<file path="src/cfgld_pkg.sv">
// Purpose: constants and types of the configuration loader
// Assumes: register word addresses are four times the byte index
// Notes:   one word per configuration byte, low eight bits used
package cfgld_pkg;

  // register indices and field positions
  localparam logic [31:0] MODE_IDX      = 32'h0030_0004;
  localparam logic [31:0] ROUTE_IDX     = 32'h0030_0005;
  localparam logic [31:0] DBG_IDX       = 32'h0030_0006;
  localparam logic [31:0] CP_IDX        = 32'h0030_0008;
  localparam int          ROUTE_SEL_BIT = 0;
  localparam int          RSV_BIT       = 1;
  localparam int          STV_BIT       = 0;
  localparam int          LV_PROG_BIT   = 2;
  localparam int          DEBUG_BIT     = 7;

  // values while unprogrammed
  localparam logic [1:0]  PM_UNPROG     = 2'h3;
  localparam logic [7:0]  CP_UNPROG     = 8'hff;
  localparam logic        BIT_UNPROG    = 1'h1;

  // bus answers
  localparam logic [1:0]  RESP_OKAY     = 2'h0;
  localparam logic [1:0]  RESP_SLVERR   = 2'h2;

  typedef enum logic [1:0] {
    PM_EXT_SINGLE = 2'b00,
    PM_EXT_BOOT   = 2'b01,
    PM_EXT_MEM    = 2'b10,
    PM_SINGLE     = 2'b11
  } cfgld_mode_type;

  typedef enum logic [2:0] {
    REG_NONE  = 3'b000,
    REG_MODE  = 3'b001,
    REG_ROUTE = 3'b010,
    REG_DBG   = 3'b011,
    REG_CP    = 3'b100
  } cfgld_reg_type;

  typedef enum logic {
    LD_IDLE = 1'b0,
    LD_RUN  = 1'b1
  } cfgld_load_type;

  typedef struct packed {
    logic [1:0] proc_memory_mode_sel;
    logic       capture2_pin_route_sel;
    logic       reserved_bit;
    logic       debugger_disable;
    logic       low_voltage_prog_enable;
    logic       stack_fault_reset_enable;
    logic [7:0] block_unprotect;
  } cfgld_cfg_type;

  localparam cfgld_cfg_type CFG_UNPROG = '{
    proc_memory_mode_sel     : PM_UNPROG,
    capture2_pin_route_sel   : BIT_UNPROG,
    reserved_bit             : BIT_UNPROG,
    debugger_disable         : BIT_UNPROG,
    low_voltage_prog_enable  : BIT_UNPROG,
    stack_fault_reset_enable : BIT_UNPROG,
    block_unprotect          : CP_UNPROG
  };

  // byte address of a register index
  function automatic logic [31:0] byte_addr(input logic [31:0] idx);
    byte_addr = {idx[29:0], 2'b00};
  endfunction

endpackage

</file>
<file path="src/cfgld_sync.sv">
// Purpose: two-stage synchroniser for one level
// Assumes: input is asynchronous to i_clk
// Notes:   first stage read only by the second
`timescale 1ns/100ps
module cfgld_sync (
  // clock and reset
  input  wire logic i_clk,
  input  wire logic i_reset_n,
  // level
  input  wire logic i_async,
  output logic      o_sync
);
  logic meta_q;
  logic sync_q;

  always_ff @(posedge i_clk or negedge i_reset_n) begin
    if (!i_reset_n) begin
      meta_q <= 1'b0;
      sync_q <= 1'b0;
    end else begin
      meta_q <= i_async;
      sync_q <= meta_q;
    end
  end

  assign o_sync = sync_q;
endmodule

</file>
<file path="src/cfgld_top.sv">
// Purpose: configuration bytes, pin routing and feature enables
// Assumes: AXI4-Lite slave, one write and one read at a time
// Notes:   active copy taken after reset release and on reload
//
// Overview of operation
// - route byte bits seven to two always read zero
// - route byte bit one reads zero unless implemented
// - single-chip mode: unit two on port C pin one or port E pin seven
// - external modes: unit two on port C pin one or port B pin three
// - debug bit one frees port B pins six, seven; zero dedicates them
// - low-voltage programming entry accepted only when its bit is one
// - stack-fault bit one turns stack full or underflow into reset
// - programmable bits read one unprogrammed; unimplemented bits zero
// - mode bits 11 single, 10 external, 01 boot, 00 extended
// - each protect bit zero protects its program memory block
`timescale 1ns/100ps
module cfgld_top #(
  parameter bit RSV_IMPL = 1'b0
) (
  // clock and reset
  input  wire logic        i_clk,
  input  wire logic        i_reset_n,
  // axi4-lite write
  input  wire logic        i_awvalid,
  output logic             o_awready,
  input  wire logic [31:0] i_awaddr,
  input  wire logic        i_wvalid,
  output logic             o_wready,
  input  wire logic [31:0] i_wdata,
  input  wire logic [3:0]  i_wstrb,
  output logic             o_bvalid,
  input  wire logic        i_bready,
  output logic [1:0]       o_bresp,
  // axi4-lite read
  input  wire logic        i_arvalid,
  output logic             o_arready,
  input  wire logic [31:0] i_araddr,
  output logic             o_rvalid,
  input  wire logic        i_rready,
  output logic [31:0]      o_rdata,
  output logic [1:0]       o_rresp,
  // device events
  input  wire logic        i_cfg_reload,
  input  wire logic        i_stack_full,
  input  wire logic        i_stack_underflow,
  input  wire logic        i_lv_prog_entry,
  // configuration effects
  output logic [1:0]       o_proc_memory_mode_sel,
  output logic             o_port_c_pin_one,
  output logic             o_port_e_pin_seven,
  output logic             o_port_b_pin_three,
  output logic             o_debug_pins_dedicated,
  output logic             o_lv_prog_accept,
  output logic             o_stack_fault_reset,
  output logic [7:0]       o_block_protect
);

  function automatic cfgld_pkg::cfgld_reg_type decode(
    input logic [31:0] addr);
    if (addr == cfgld_pkg::byte_addr(cfgld_pkg::MODE_IDX)) begin
      decode = cfgld_pkg::REG_MODE;
    end else if (addr == cfgld_pkg::byte_addr(cfgld_pkg::ROUTE_IDX)) begin
      decode = cfgld_pkg::REG_ROUTE;
    end else if (addr == cfgld_pkg::byte_addr(cfgld_pkg::DBG_IDX)) begin
      decode = cfgld_pkg::REG_DBG;
    end else if (addr == cfgld_pkg::byte_addr(cfgld_pkg::CP_IDX)) begin
      decode = cfgld_pkg::REG_CP;
    end else begin
      decode = cfgld_pkg::REG_NONE;
    end
  endfunction

  cfgld_pkg::cfgld_cfg_type  cfg_q, cfg_d, act_q, act_d;
  cfgld_pkg::cfgld_load_type ld_q, ld_d;
  logic        aw_full_q, aw_full_d, w_full_q, w_full_d;
  logic [31:0] awaddr_q, awaddr_d, wdata_q, wdata_d;
  logic        wlane_q, wlane_d;
  logic        awready_q, awready_d, wready_q, wready_d;
  logic        bvalid_q, bvalid_d, arready_q, arready_d;
  logic        rvalid_q, rvalid_d;
  logic [1:0]  bresp_q, bresp_d, rresp_q, rresp_d;
  logic [31:0] rdata_q, rdata_d;
  logic [1:0]  pm_q, pm_d;
  logic        pc1_q, pc1_d, pe7_q, pe7_d, pb3_q, pb3_d;
  logic        dbg_q, dbg_d, lva_q, lva_d, sfr_q, sfr_d;
  logic [7:0]  prot_q, prot_d;
  logic        lv_entry_sync;

  cfgld_sync u_lv_sync (
    .i_clk     (i_clk),
    .i_reset_n (i_reset_n),
    .i_async   (i_lv_prog_entry),
    .o_sync    (lv_entry_sync)
  );

  // bus slave and configuration store
  always_comb begin
    cfgld_pkg::cfgld_reg_type wsel;
    cfgld_pkg::cfgld_reg_type rsel;
    wsel      = decode(awaddr_q);
    rsel      = decode(i_araddr);
    cfg_d     = cfg_q;
    aw_full_d = aw_full_q;
    w_full_d  = w_full_q;
    awaddr_d  = awaddr_q;
    wdata_d   = wdata_q;
    wlane_d   = wlane_q;
    bvalid_d  = bvalid_q;
    bresp_d   = bresp_q;
    rvalid_d  = rvalid_q;
    rdata_d   = rdata_q;
    rresp_d   = rresp_q;
    if (i_awvalid && awready_q) begin
      aw_full_d = 1'b1;
      awaddr_d  = i_awaddr;
    end
    if (i_wvalid && wready_q) begin
      w_full_d = 1'b1;
      wdata_d  = i_wdata;
      wlane_d  = i_wstrb[0];
    end
    if (bvalid_q && i_bready) begin
      bvalid_d = 1'b0;
    end
    if (aw_full_q && w_full_q && !bvalid_q) begin
      aw_full_d = 1'b0;
      w_full_d  = 1'b0;
      bvalid_d  = 1'b1;
      bresp_d   = (wsel == cfgld_pkg::REG_NONE) ?
                  cfgld_pkg::RESP_SLVERR : cfgld_pkg::RESP_OKAY;
      if (wlane_q) begin
        case (wsel)
          cfgld_pkg::REG_MODE: begin
            cfg_d.proc_memory_mode_sel = wdata_q[1:0];
          end
          cfgld_pkg::REG_ROUTE: begin
            cfg_d.capture2_pin_route_sel = wdata_q[cfgld_pkg::ROUTE_SEL_BIT];
            if (RSV_IMPL) begin
              cfg_d.reserved_bit = wdata_q[cfgld_pkg::RSV_BIT];
            end
          end
          cfgld_pkg::REG_DBG: begin
            cfg_d.debugger_disable = wdata_q[cfgld_pkg::DEBUG_BIT];
            cfg_d.low_voltage_prog_enable = wdata_q[cfgld_pkg::LV_PROG_BIT];
            cfg_d.stack_fault_reset_enable = wdata_q[cfgld_pkg::STV_BIT];
          end
          cfgld_pkg::REG_CP: begin
            cfg_d.block_unprotect = wdata_q[7:0];
          end
          default: begin
          end
        endcase
      end
    end
    if (rvalid_q && i_rready) begin
      rvalid_d = 1'b0;
    end
    if (i_arvalid && arready_q) begin
      rvalid_d = 1'b1;
      rdata_d  = 32'h0;
      rresp_d  = cfgld_pkg::RESP_OKAY;
      case (rsel)
        cfgld_pkg::REG_MODE: begin
          rdata_d[1:0] = cfg_q.proc_memory_mode_sel;
        end
        cfgld_pkg::REG_ROUTE: begin
          rdata_d[cfgld_pkg::ROUTE_SEL_BIT] = cfg_q.capture2_pin_route_sel;
          rdata_d[cfgld_pkg::RSV_BIT] = RSV_IMPL & cfg_q.reserved_bit;
        end
        cfgld_pkg::REG_DBG: begin
          rdata_d[cfgld_pkg::DEBUG_BIT] = cfg_q.debugger_disable;
          rdata_d[cfgld_pkg::LV_PROG_BIT] = cfg_q.low_voltage_prog_enable;
          rdata_d[cfgld_pkg::STV_BIT] = cfg_q.stack_fault_reset_enable;
        end
        cfgld_pkg::REG_CP: begin
          rdata_d[7:0] = cfg_q.block_unprotect;
        end
        default: begin
          rresp_d = cfgld_pkg::RESP_SLVERR;
        end
      endcase
    end
    awready_d = !aw_full_d && !bvalid_d;
    wready_d  = !w_full_d && !bvalid_d;
    arready_d = !rvalid_d;
  end

  // active copy and its effects
  always_comb begin
    ld_d  = cfgld_pkg::LD_RUN;
    act_d = act_q;
    if (ld_q == cfgld_pkg::LD_IDLE || i_cfg_reload) begin
      act_d = cfg_q;
    end
    pm_d  = act_q.proc_memory_mode_sel;
    pc1_d = act_q.capture2_pin_route_sel;
    pe7_d = 1'b0;
    pb3_d = 1'b0;
    if (!act_q.capture2_pin_route_sel) begin
      if (act_q.proc_memory_mode_sel == cfgld_pkg::PM_SINGLE) begin
        pe7_d = 1'b1;
      end else begin
        pb3_d = 1'b1;
      end
    end
    dbg_d  = !act_q.debugger_disable;
    lva_d  = act_q.low_voltage_prog_enable && lv_entry_sync;
    sfr_d  = act_q.stack_fault_reset_enable &&
             (i_stack_full || i_stack_underflow);
    prot_d = ~act_q.block_unprotect;
  end

  always_ff @(posedge i_clk or negedge i_reset_n) begin
    if (!i_reset_n) begin
      cfg_q     <= cfgld_pkg::CFG_UNPROG;
      act_q     <= cfgld_pkg::CFG_UNPROG;
      ld_q      <= cfgld_pkg::LD_IDLE;
      aw_full_q <= 1'b0;
      w_full_q  <= 1'b0;
      awaddr_q  <= 32'h0;
      wdata_q   <= 32'h0;
      wlane_q   <= 1'b0;
      awready_q <= 1'b0;
      wready_q  <= 1'b0;
      bvalid_q  <= 1'b0;
      bresp_q   <= 2'h0;
      arready_q <= 1'b0;
      rvalid_q  <= 1'b0;
      rdata_q   <= 32'h0;
      rresp_q   <= 2'h0;
      pm_q      <= cfgld_pkg::PM_UNPROG;
      pc1_q     <= 1'b0;
      pe7_q     <= 1'b0;
      pb3_q     <= 1'b0;
      dbg_q     <= 1'b0;
      lva_q     <= 1'b0;
      sfr_q     <= 1'b0;
      prot_q    <= 8'h0;
    end else begin
      cfg_q     <= cfg_d;
      act_q     <= act_d;
      ld_q      <= ld_d;
      aw_full_q <= aw_full_d;
      w_full_q  <= w_full_d;
      awaddr_q  <= awaddr_d;
      wdata_q   <= wdata_d;
      wlane_q   <= wlane_d;
      awready_q <= awready_d;
      wready_q  <= wready_d;
      bvalid_q  <= bvalid_d;
      bresp_q   <= bresp_d;
      arready_q <= arready_d;
      rvalid_q  <= rvalid_d;
      rdata_q   <= rdata_d;
      rresp_q   <= rresp_d;
      pm_q      <= pm_d;
      pc1_q     <= pc1_d;
      pe7_q     <= pe7_d;
      pb3_q     <= pb3_d;
      dbg_q     <= dbg_d;
      lva_q     <= lva_d;
      sfr_q     <= sfr_d;
      prot_q    <= prot_d;
    end
  end

  assign o_awready = awready_q;
  assign o_wready  = wready_q;
  assign o_bvalid  = bvalid_q;
  assign o_bresp   = bresp_q;
  assign o_arready = arready_q;
  assign o_rvalid  = rvalid_q;
  assign o_rdata   = rdata_q;
  assign o_rresp   = rresp_q;
  assign o_proc_memory_mode_sel = pm_q;
  assign o_port_c_pin_one       = pc1_q;
  assign o_port_e_pin_seven     = pe7_q;
  assign o_port_b_pin_three     = pb3_q;
  assign o_debug_pins_dedicated = dbg_q;
  assign o_lv_prog_accept       = lva_q;
  assign o_stack_fault_reset    = sfr_q;
  assign o_block_protect        = prot_q;
endmodule

</file>
<file path="config.mk">
export PLATFORM = sky130hd
export DESIGN_NAME = cfgld_top
export DESIGN_NICKNAME = d
export VERILOG_FILES = /design/src/cfgld_pkg.sv /design/src/cfgld_sync.sv /design/src/cfgld_top.sv
export SDC_FILE = /design/constraint.sdc
export NUM_CORES = 1
export LEC_CHECK = 0
export BUFFER_PORTS_ARGS = -buffer_cell sky130_fd_sc_hd__buf_2
export CAP_MARGIN = 20
export CELL_PAD_IN_SITES_DETAIL_PLACEMENT = 0
export CELL_PAD_IN_SITES_GLOBAL_PLACEMENT = 1
export CORE_ASPECT_RATIO = 0.7
export CORE_UTILIZATION = 38
export CTS_CLUSTER_SIZE = 30
export DETAILED_ROUTE_END_ITERATION = 12
export PLACE_DENSITY_LB_ADDON = 0.25
export SKIP_LAST_GASP = 1
export SLEW_MARGIN = 20
export SYNTH_ARGS = -nofsm -noshare
export SYNTH_HDL_FRONTEND = slang
export SYNTH_SLANG_ARGS = --single-unit
</file>
<file path="constraint.sdc">
create_clock -name i_clk -period 2.03 [get_ports i_clk]
set_input_delay 0.203 -clock i_clk [delete_from_list [all_inputs] [get_ports i_clk]]
set_output_delay 0.203 -clock i_clk [all_outputs]
set_load 0.02 [all_outputs]
</file>
==> results of run 1 <==
worst reg2reg max path: cells and delay by family, from the launching register on:
kind	cells	cell delay, ps
DFF	1	390
buffers and inverters	2	370
and+or+nand+nor	3	760
muxes	1	350
timing repair:
item                                    CTS  global route
hold buffers                              2             0
resized for setup                         0             4
endpoints found under the setup margin    0            10
endpoints found under the hold margin    27             0
stage by stage:
stage / cells / cell area (µm²) / util / hold WS (ps)
floorplan: 325 / 4340 / - / -92.6
global placement: 566 / 4980 / 0.470 / 214
detailed placement: 566 / 4980 / 0.470 / 219
CTS: 584 / 5280 / 0.498 / 63.0
global route: 584 / 5300 / 0.500 / 65.2
finish: 584 / 5300 / 0.500 / 70.1
cells by family after synthesis:
kind of cell,share of synthesized area
DFF,0.627
buffers and inverters,0.0618
other,0.00177
and+or+nand+nor,0.0813
AOI/OAI and AO/OA,0.0430
muxes,0.185
state kept, by name, summed over array words and instances (netlist names), 2 cells and up:
register	cells
o_proc_memory_mode_sel	2
act_q	11
o_rdata	8
wdata_q	8
o_block_protect	8
pm_d	2
cfg_q	14
awaddr_q	32
layout by cell type (no fill, tap or decap), types with 3 or more instances in the layout:
cell	synthesis	final
clkinvlp_4	0	3
a21oi_1	7	7
buf_4	26	10
nor2_1	7	7
a22o_1	4	4
nand2_1	9	9
a32o_1	8	8
clkbuf_16	0	9
nand3b_1	4	4
nor4_1	9	7
nor2b_1	4	4
dfstp_2	30	30
mux2_2	69	69
buf_2	0	113
nor4_2	1	3
conb_1	2	27
inv_1	12	12
dfrtp_1	75	75
nor3_1	4	3
power by group:
group          switching, mW  internal, mW  total (mW)
clock network          0.737         0.861        1.60
logic                  0.466         0.596        1.06
registers              0.303          2.58        2.88
per-layer routing:
layer / up-vias / GRT usage
met5: - / 0
met4: 0 / 0.0471
met3: 7 / 0.0444
met2: 81 / 0.205
met1: 1299 / 0.225
li1: 1277 / -
path summary, 6_finish.rpt:
path                                                  from                            end  slack, ps  depth (start not counted)
worst max-delay path              awaddr_q[26]$_DFFE_PN0P_           cfg_q[7]$_DFFE_PN1P_        100                          6
worst min-delay path                          i_stack_full  o_stack_fault_reset$_DFF_PN0_         70                          2
worst max register to register    awaddr_q[26]$_DFFE_PN0P_           cfg_q[7]$_DFFE_PN1P_        100                          6
worst min register to register  u_lv_sync.meta_q$_DFF_PN0_     u_lv_sync.o_sync$_DFF_PN0_        360                          0
max in group asynchronous                        i_reset_n       awaddr_q[24]$_DFFE_PN0P_        960                          3
min in group asynchronous                        i_reset_n        awaddr_q[6]$_DFFE_PN0P_        380                          2
area by class of cell:
cell class / instances / area, µm² / area share
Clock buffer: 11 / 243 / 0.0458
Clock inverter: 5 / 32.5 / 0.00614
Inverter: 12 / 45.0 / 0.00850
Multi-Input combinational cell: 176 / 1430 / 0.271
Sequential cell: 105 / 2670 / 0.503
Tap cell: 148 / 185 / 0.0350
Timing Repair Buffer: 127 / 692 / 0.131
==> summary by stage, run 1 <==
Routing
After detailed routing, the met3 layer carries 440 µm of wire. The first-pass detailed-route iteration total is 4. Once detail routing completed, the nets flagged for antenna violations numbered 0. For this run, design rule violations remaining after detail routing come to 0. The length of routed wiring on met1 is approximately 4.2 mm. The final routed wire length divided by cell count is 14.3 µm.

For this block, the initial DRC count from the detailed router was about 110. The highest metal layer with signal wires is met4. For this block, the routed nets add up to 8.37 mm of wire. The met2 wirelength from detailed routing is ~3.6 mm. Across all layers, the routed design uses 2664 vias. Dividing the detail-routed via count by the number of cells gives between 4 and 5.

Setup path
The kind of cell with the highest combined delay along the critical path is simple AND/OR/NAND/NOR gates. The number of buffers and inverters on the critical path is 2. Data arrives at the worst endpoint at roughly 2200 ps. The delay of the slowest cell on the worst path is 390 ps. The type of element launching the critical path is a register.

The worst-path maximum fanout is 8. STA classifies the critical path endpoint as a register. For the worst setup path, the data required time is between 2000 and 2500 ps. Among all stages on the critical path, the largest delay is contributed by dfrtp_1. Traced cell by cell, the critical path runs through nor4_2 -> nand4_1 -> buf_4 -> nor4_4 -> buf_6 -> mux2_2. The worst setup path is of the register to register kind.

Clock tree
The buffer cell driving the clock tree root is clkbuf_16. The clock edge transition at the registers on the reported setup and hold paths is around 70 ps. Buffers added to address setup during post-CTS repair amount to 0. The number of buffers inserted during clock tree synthesis is 9.

The H-tree was split into 3 levels. In this run the deepest clock path goes through 2 buffers. The clock tree from TritonCTS is yes. For the worst-skew pair, the clock arrives at the later sink with an insertion delay of ~340 ps. Clock tree synthesis found a total of ~110 sinks.

Yosys
The synthesis warning total is 0. Of the post-synthesis cell area, the dominant cell type holds 0.442. The post-synthesis area per instance is around 14 µm². Yosys instantiated no cell more often than dfrtp_1. The synthesized design contains 0 enable-type register cells. Of the synthesized area, sequential elements account for 0.627. Ranked by total cell area, the synthesized netlist is headed by dfrtp_1, dfstp_2, mux2_2, buf_4, a32o_1. Ranked by instance count, the synthesized netlist is headed by dfrtp_1, mux2_2, dfstp_2, buf_4, inv_1. Counting flops and latches in the post-synthesis netlist gives 105. The count of unique library cells instantiated by Yosys is 36.

The most used flip-flop cell after synthesis is dfrtp_1. The post-synthesis async set-or-reset flop share is 1.00. After technology mapping, the gate count stands at 300. The cell area after technology mapping is about 4300 µm².

The library cell with the largest summed area after synthesis is dfrtp_1.

Run
The number of max-capacitance violations reported is 0.

Timing
The final clock period utilization by the worst path is 0.952. The worst pin sits at a relative slew slack of 0.647. The final clock skew is 6.53 ps. The post-layout minimum cycle time is ~1900 ps. The actual slew at the worst max-slew pin is about 530 ps. Setup violations remaining at the end of the flow were counted as 0. The setup slack of the critical path after layout is 96.6 ps. The final number of max-transition violations is 0. The final-report hold violation count is 0. Static timing analysis puts the maximum clock frequency at about 520 MHz. The accumulated negative setup slack is 0 ps.

Power
The peak supply drop is between 0.6 and 0.7 mV. Power comes to ~5.5 mW. The analysis attributes to cell leakage a power of ~2.4 nW. The power per unit of standard cell area is roughly 1000 nW/µm².

Global routing
The total grt overflow is 0. The first-pass GRT wire length is between 10 and 15 mm. The via count of the first global-routing pass is 2648. The pin count of the biggest net entering global routing is 46. The number of antenna violations at the first check in global routing is 0. The aggregate global-route resource usage is 0.150.

Placement
The worst slack at placement is around 32 ps. The count of input and output buffers is 114. The weighted congestion reported at the end of routability-driven placement is approximately 0.71.

Summed over all nets, the half-perimeter wirelength after detailed placement is 6.18 mm.

Die
The core region is approximately 11000 µm². The top-level I/O count is about 170. For this configuration, the core starts out at a cell density of 0.401. The floorplan die area is around 12000 µm². The floorplan has 31 rows. The chip width is 128 µm.

The floorplan step set the die height to 90.5 µm.

Hold path
The class of the tightest hold or removal check is primary input to register.

Status
The flow ran to the end, and the final reports show no timing, DRC or antenna violations.

Layout
The number of nets in the final layout is roughly 540. The filler cells instantiated in the layout total approximately 940. The repair_antennas step left the layout with diodes totalling 0. The fraction of final layout cells with drive strength greater than 1 is 0.564. Relative to the synthesized area, the layout overhead comes to 24.6%.
Note: power is estimated with default switching activity, not from simulation.
==> run 2: changes to the inputs <==
--- a/config.mk
+++ b/config.mk
@@ -10,7 +10,8 @@
 export CELL_PAD_IN_SITES_DETAIL_PLACEMENT = 0
 export CELL_PAD_IN_SITES_GLOBAL_PLACEMENT = 1
 export CORE_ASPECT_RATIO = 0.7
-export CORE_UTILIZATION = 38
+export CORE_UTILIZATION = 39
+export CTS_BUF_LIST = sky130_fd_sc_hd__clkbuf_8
 export CTS_CLUSTER_SIZE = 30
 export DETAILED_ROUTE_END_ITERATION = 12
 export PLACE_DENSITY_LB_ADDON = 0.25
==> run 2 against run 1 <==
First-iteration DRC count is 14% higher. Sequential cell count unchanged. Clock power down 11%. Combinational power is essentially flat. Global-route usage increased by 0.21 points. Critical endpoint is now cfg_q[1]$_DFFE_PN1P_. Largest cell class unchanged. Highest routed layer is now met5.
==> summary by stage, run 2 (synthesis gave the netlist of run 1 again) <==
Status
The run finished with clean final reports.

Hold path
In this run the worst hold path is classified as primary input to register. The startpoint of the worst hold path is i_stack_full. For hold timing, the worst endpoint is o_stack_fault_reset$_DFF_PN0_. The cell count of the worst hold path is 2.

Layout
After the last flow step, the layout net total stands at between 500 and 600. The share of the core filled with cells in the final layout is 0.500. The flip-flop count of the largest register after layout is 32. Relative to the synthesized area, the layout overhead comes to 23.3%. In the final layout, the share of cells above drive strength 1 is 0.564.

Summing all multi-input logic gate instances after layout gives 1440 µm². The filler cell count is roughly 950. The library cell used most frequently in the layout, excluding fill and tap cells, is buf_2. Counting flops per register, the top entry is awaddr_q. The number of inserted diodes is 0. In the layout the commonest cells are buf_2, dfrtp_1, mux2_2.

Across the whole layout, storage elements account for roughly 2700 µm². In the final layout, the registers with the most flip-flops are awaddr_q: 32 flops, cfg_q: 14 flops, act_q: 11 flops.

Clock tree
The number of sinks handled by clock tree synthesis is 105. The number of levels in the clock H-tree is 3. The number of clock buffers added by TritonCTS is 9.

The buffer cell driving the clock tree root is clkbuf_8. The buffer count from post-CTS setup fixing is 0. The number of buffers on the longest clock path is 2. TritonCTS built the clock tree. The clock latency at the later pin of the worst-skew pair is about 350 ps. Clock-pin slew was measured on the worst setup and hold paths at about 90 ps.

Die
From left edge to right edge, the die measures 127 µm. After floorplanning, the core was divided into 31 placement rows. The floorplan die area is 11300 µm². In this run the vertical extent of the chip is roughly 89 µm. For this configuration, the core starts out at a cell density of 0.406. Pin placement for this block handled ~170 I/O pins. The core region is 10500 µm².

Setup path
Setup slack on the worst reg-to-reg path comes out at ~120 ps. Counting both buffers and inverters, the worst setup path holds a total of 2. The library cell appearing most often on the critical path is nor4_4. The largest delay contributor family on the critical path is simple AND/OR/NAND/NOR gates. The startpoint of the worst setup timing path is awaddr_q[26]$_DFFE_PN0P_.

The worst-path maximum fanout is 8. The depth of the worst register-to-register path is 6. The arrival time at the worst endpoint is about 2200 ps. The worst setup path is captured at a register. The startpoint of the worst register-to-register path is awaddr_q[26]$_DFFE_PN0P_. The delay of the slowest cell on the worst path is 410 ps. The critical path crosses 6 cells after its start point. Data on the critical path is required at its endpoint by 2310 ps. The type of element launching the critical path is a register.

The startpoint-to-endpoint class of the critical path is register to register. The endpoint of the worst register-to-register path is cfg_q[1]$_DFFE_PN1P_. Walking the worst path, the cells encountered are nor4_4 -> nand4_1 -> buf_4 -> nor4_4 -> buf_6 -> mux2_2.

The slowest cell on the critical path is dfrtp_1.

Placement
Once detailed placement completed, the half-perimeter wirelength came to just over 6 mm. Prior to clock tree synthesis, the placed netlist has a worst setup slack of between 2 and 3 ps. Routability-driven placement finished with a final weighted congestion of around 0.74.

During placement, the flow inserted port buffers numbering approximately 110.

Timing
The accumulated negative setup slack is 0 ps. The count of final setup violators is 0. The final-report hold violation count is 0. Setup repair after global routing left no endpoint under its margin.

The setup slack of the critical path after layout is around 120 ps. The final clock skew is around 9.2 ps. The post-layout minimum cycle time is ~1900 ps. The final clock period utilization by the worst path is 0.943. The maximum clock frequency is about 520 MHz.

The final number of max-transition violations is 0. Hold is met by 56.5 ps.

Power
The peak supply drop is ~0.55 mV. Power spread over the standard cell area amounts to between 1000 and 1500 nW/µm². The reported leakage power is 2.39 nW.

The overall power is 5.37 mW.

Routing
The first-pass detailed-route iteration total is 4. The routed layout has between 2000 and 3000 vias. The highest metal layer with signal wires is met5. After detailed routing, the average wire length per cell comes to between 10 and 15 µm.

Wire segments on met2 add up to 3.40 mm in the final route. The first routing iteration left about 120 violations. The length of routed wiring on met1 is around 4.2 mm. The final layout contains routed wiring with a total length of 8.07 mm. The DRC violation count after routing is 0.

The met3 wire length is 424 µm. Once detail routing completed, the nets flagged for antenna violations numbered 0. The vias per cell is 4.70.

Global routing
Entering global routing, the biggest net connects 45 pins. After global routing the overflow that remains totals 0. The first global-routing pass estimated around 13 mm of wire.

In the global route stage, overall resource usage came out at 0.152. The number of antenna violations at the first check in global routing came to 1. The via count of the first global-routing pass is about 2600.

Run
The number of max-capacitance violations reported is 0.
-- run 2: cell count changes in the layout (fill, tap and decap cells not counted), sizes merged --
cell,before,now
bufinv,0,2
clkinv,2,0
clkinvlp,3,2
inv,12,13
-- run 2: area by class of cell --
class                   count  area share
inverters                  12     0.00859
flip-flops and latches    105       0.508
multi-input cells         176       0.275
clock buffers              11      0.0289
clock inverters             5      0.0150
well taps                 132      0.0315
repair buffers            127       0.132
-- run 2: worst max path at each step --
stage | end | slack [ps]
finish | cfg_q[1]$_DFFE_PN1P_ | 120
global route | cfg_q[0]$_DFFE_PN1P_ | 20
CTS | cfg_q[1]$_DFFE_PN1P_ | 3
detailed placement | cfg_q[1]$_DFFE_PN1P_ | 3
global placement | cfg_q[1]$_DFFE_PN1P_ | 40
floorplan | cfg_q[0]$_DFFE_PN1P_ | 170
-- run 2: layer usage --
| layer | up-vias | GRT usage |
|---|---|---|
| li1 | 1272 | - |
| met1 | 1314 | 0.223 |
| met5 | - | 0 |
| met4 | 2 | 0.0422 |
| met3 | 7 | 0.0479 |
| met2 | 75 | 0.217 |
-- run 2: what timing repair did --
item                                    4_1_cts  5_1_grt
cloned                                        0        0
hold endpoints to repair                     14        0
hold buffers                                  2        0
resized for setup                             1        4
pin swaps                                     0        0
endpoints found under the setup margin        8       13
-- run 2: power breakdown --
group / internal, mW / switching (mW)
clock: 0.758 / 0.668
combinational: 0.598 / 0.458
sequential: 2.57 / 0.321
-- run 2: per-stage QoR --
step | std cells | instance area (µm²)
final | 568 | 5240
after global routing | 568 | 5240
after CTS | 568 | 5220
after detailed placement | 550 | 4960
after global placement | 550 | 4960
after floorplan | 325 | 4340
-- run 2: worst register-to-register path: cells and delay by family (launching register included) --
| family | cells | cell delay (ps) |
|---|---|---|
| muxes | 1 | 340 |
| DFF | 1 | 410 |
| and+or+nand+nor | 3 | 730 |
| buffers and inverters | 2 | 370 |
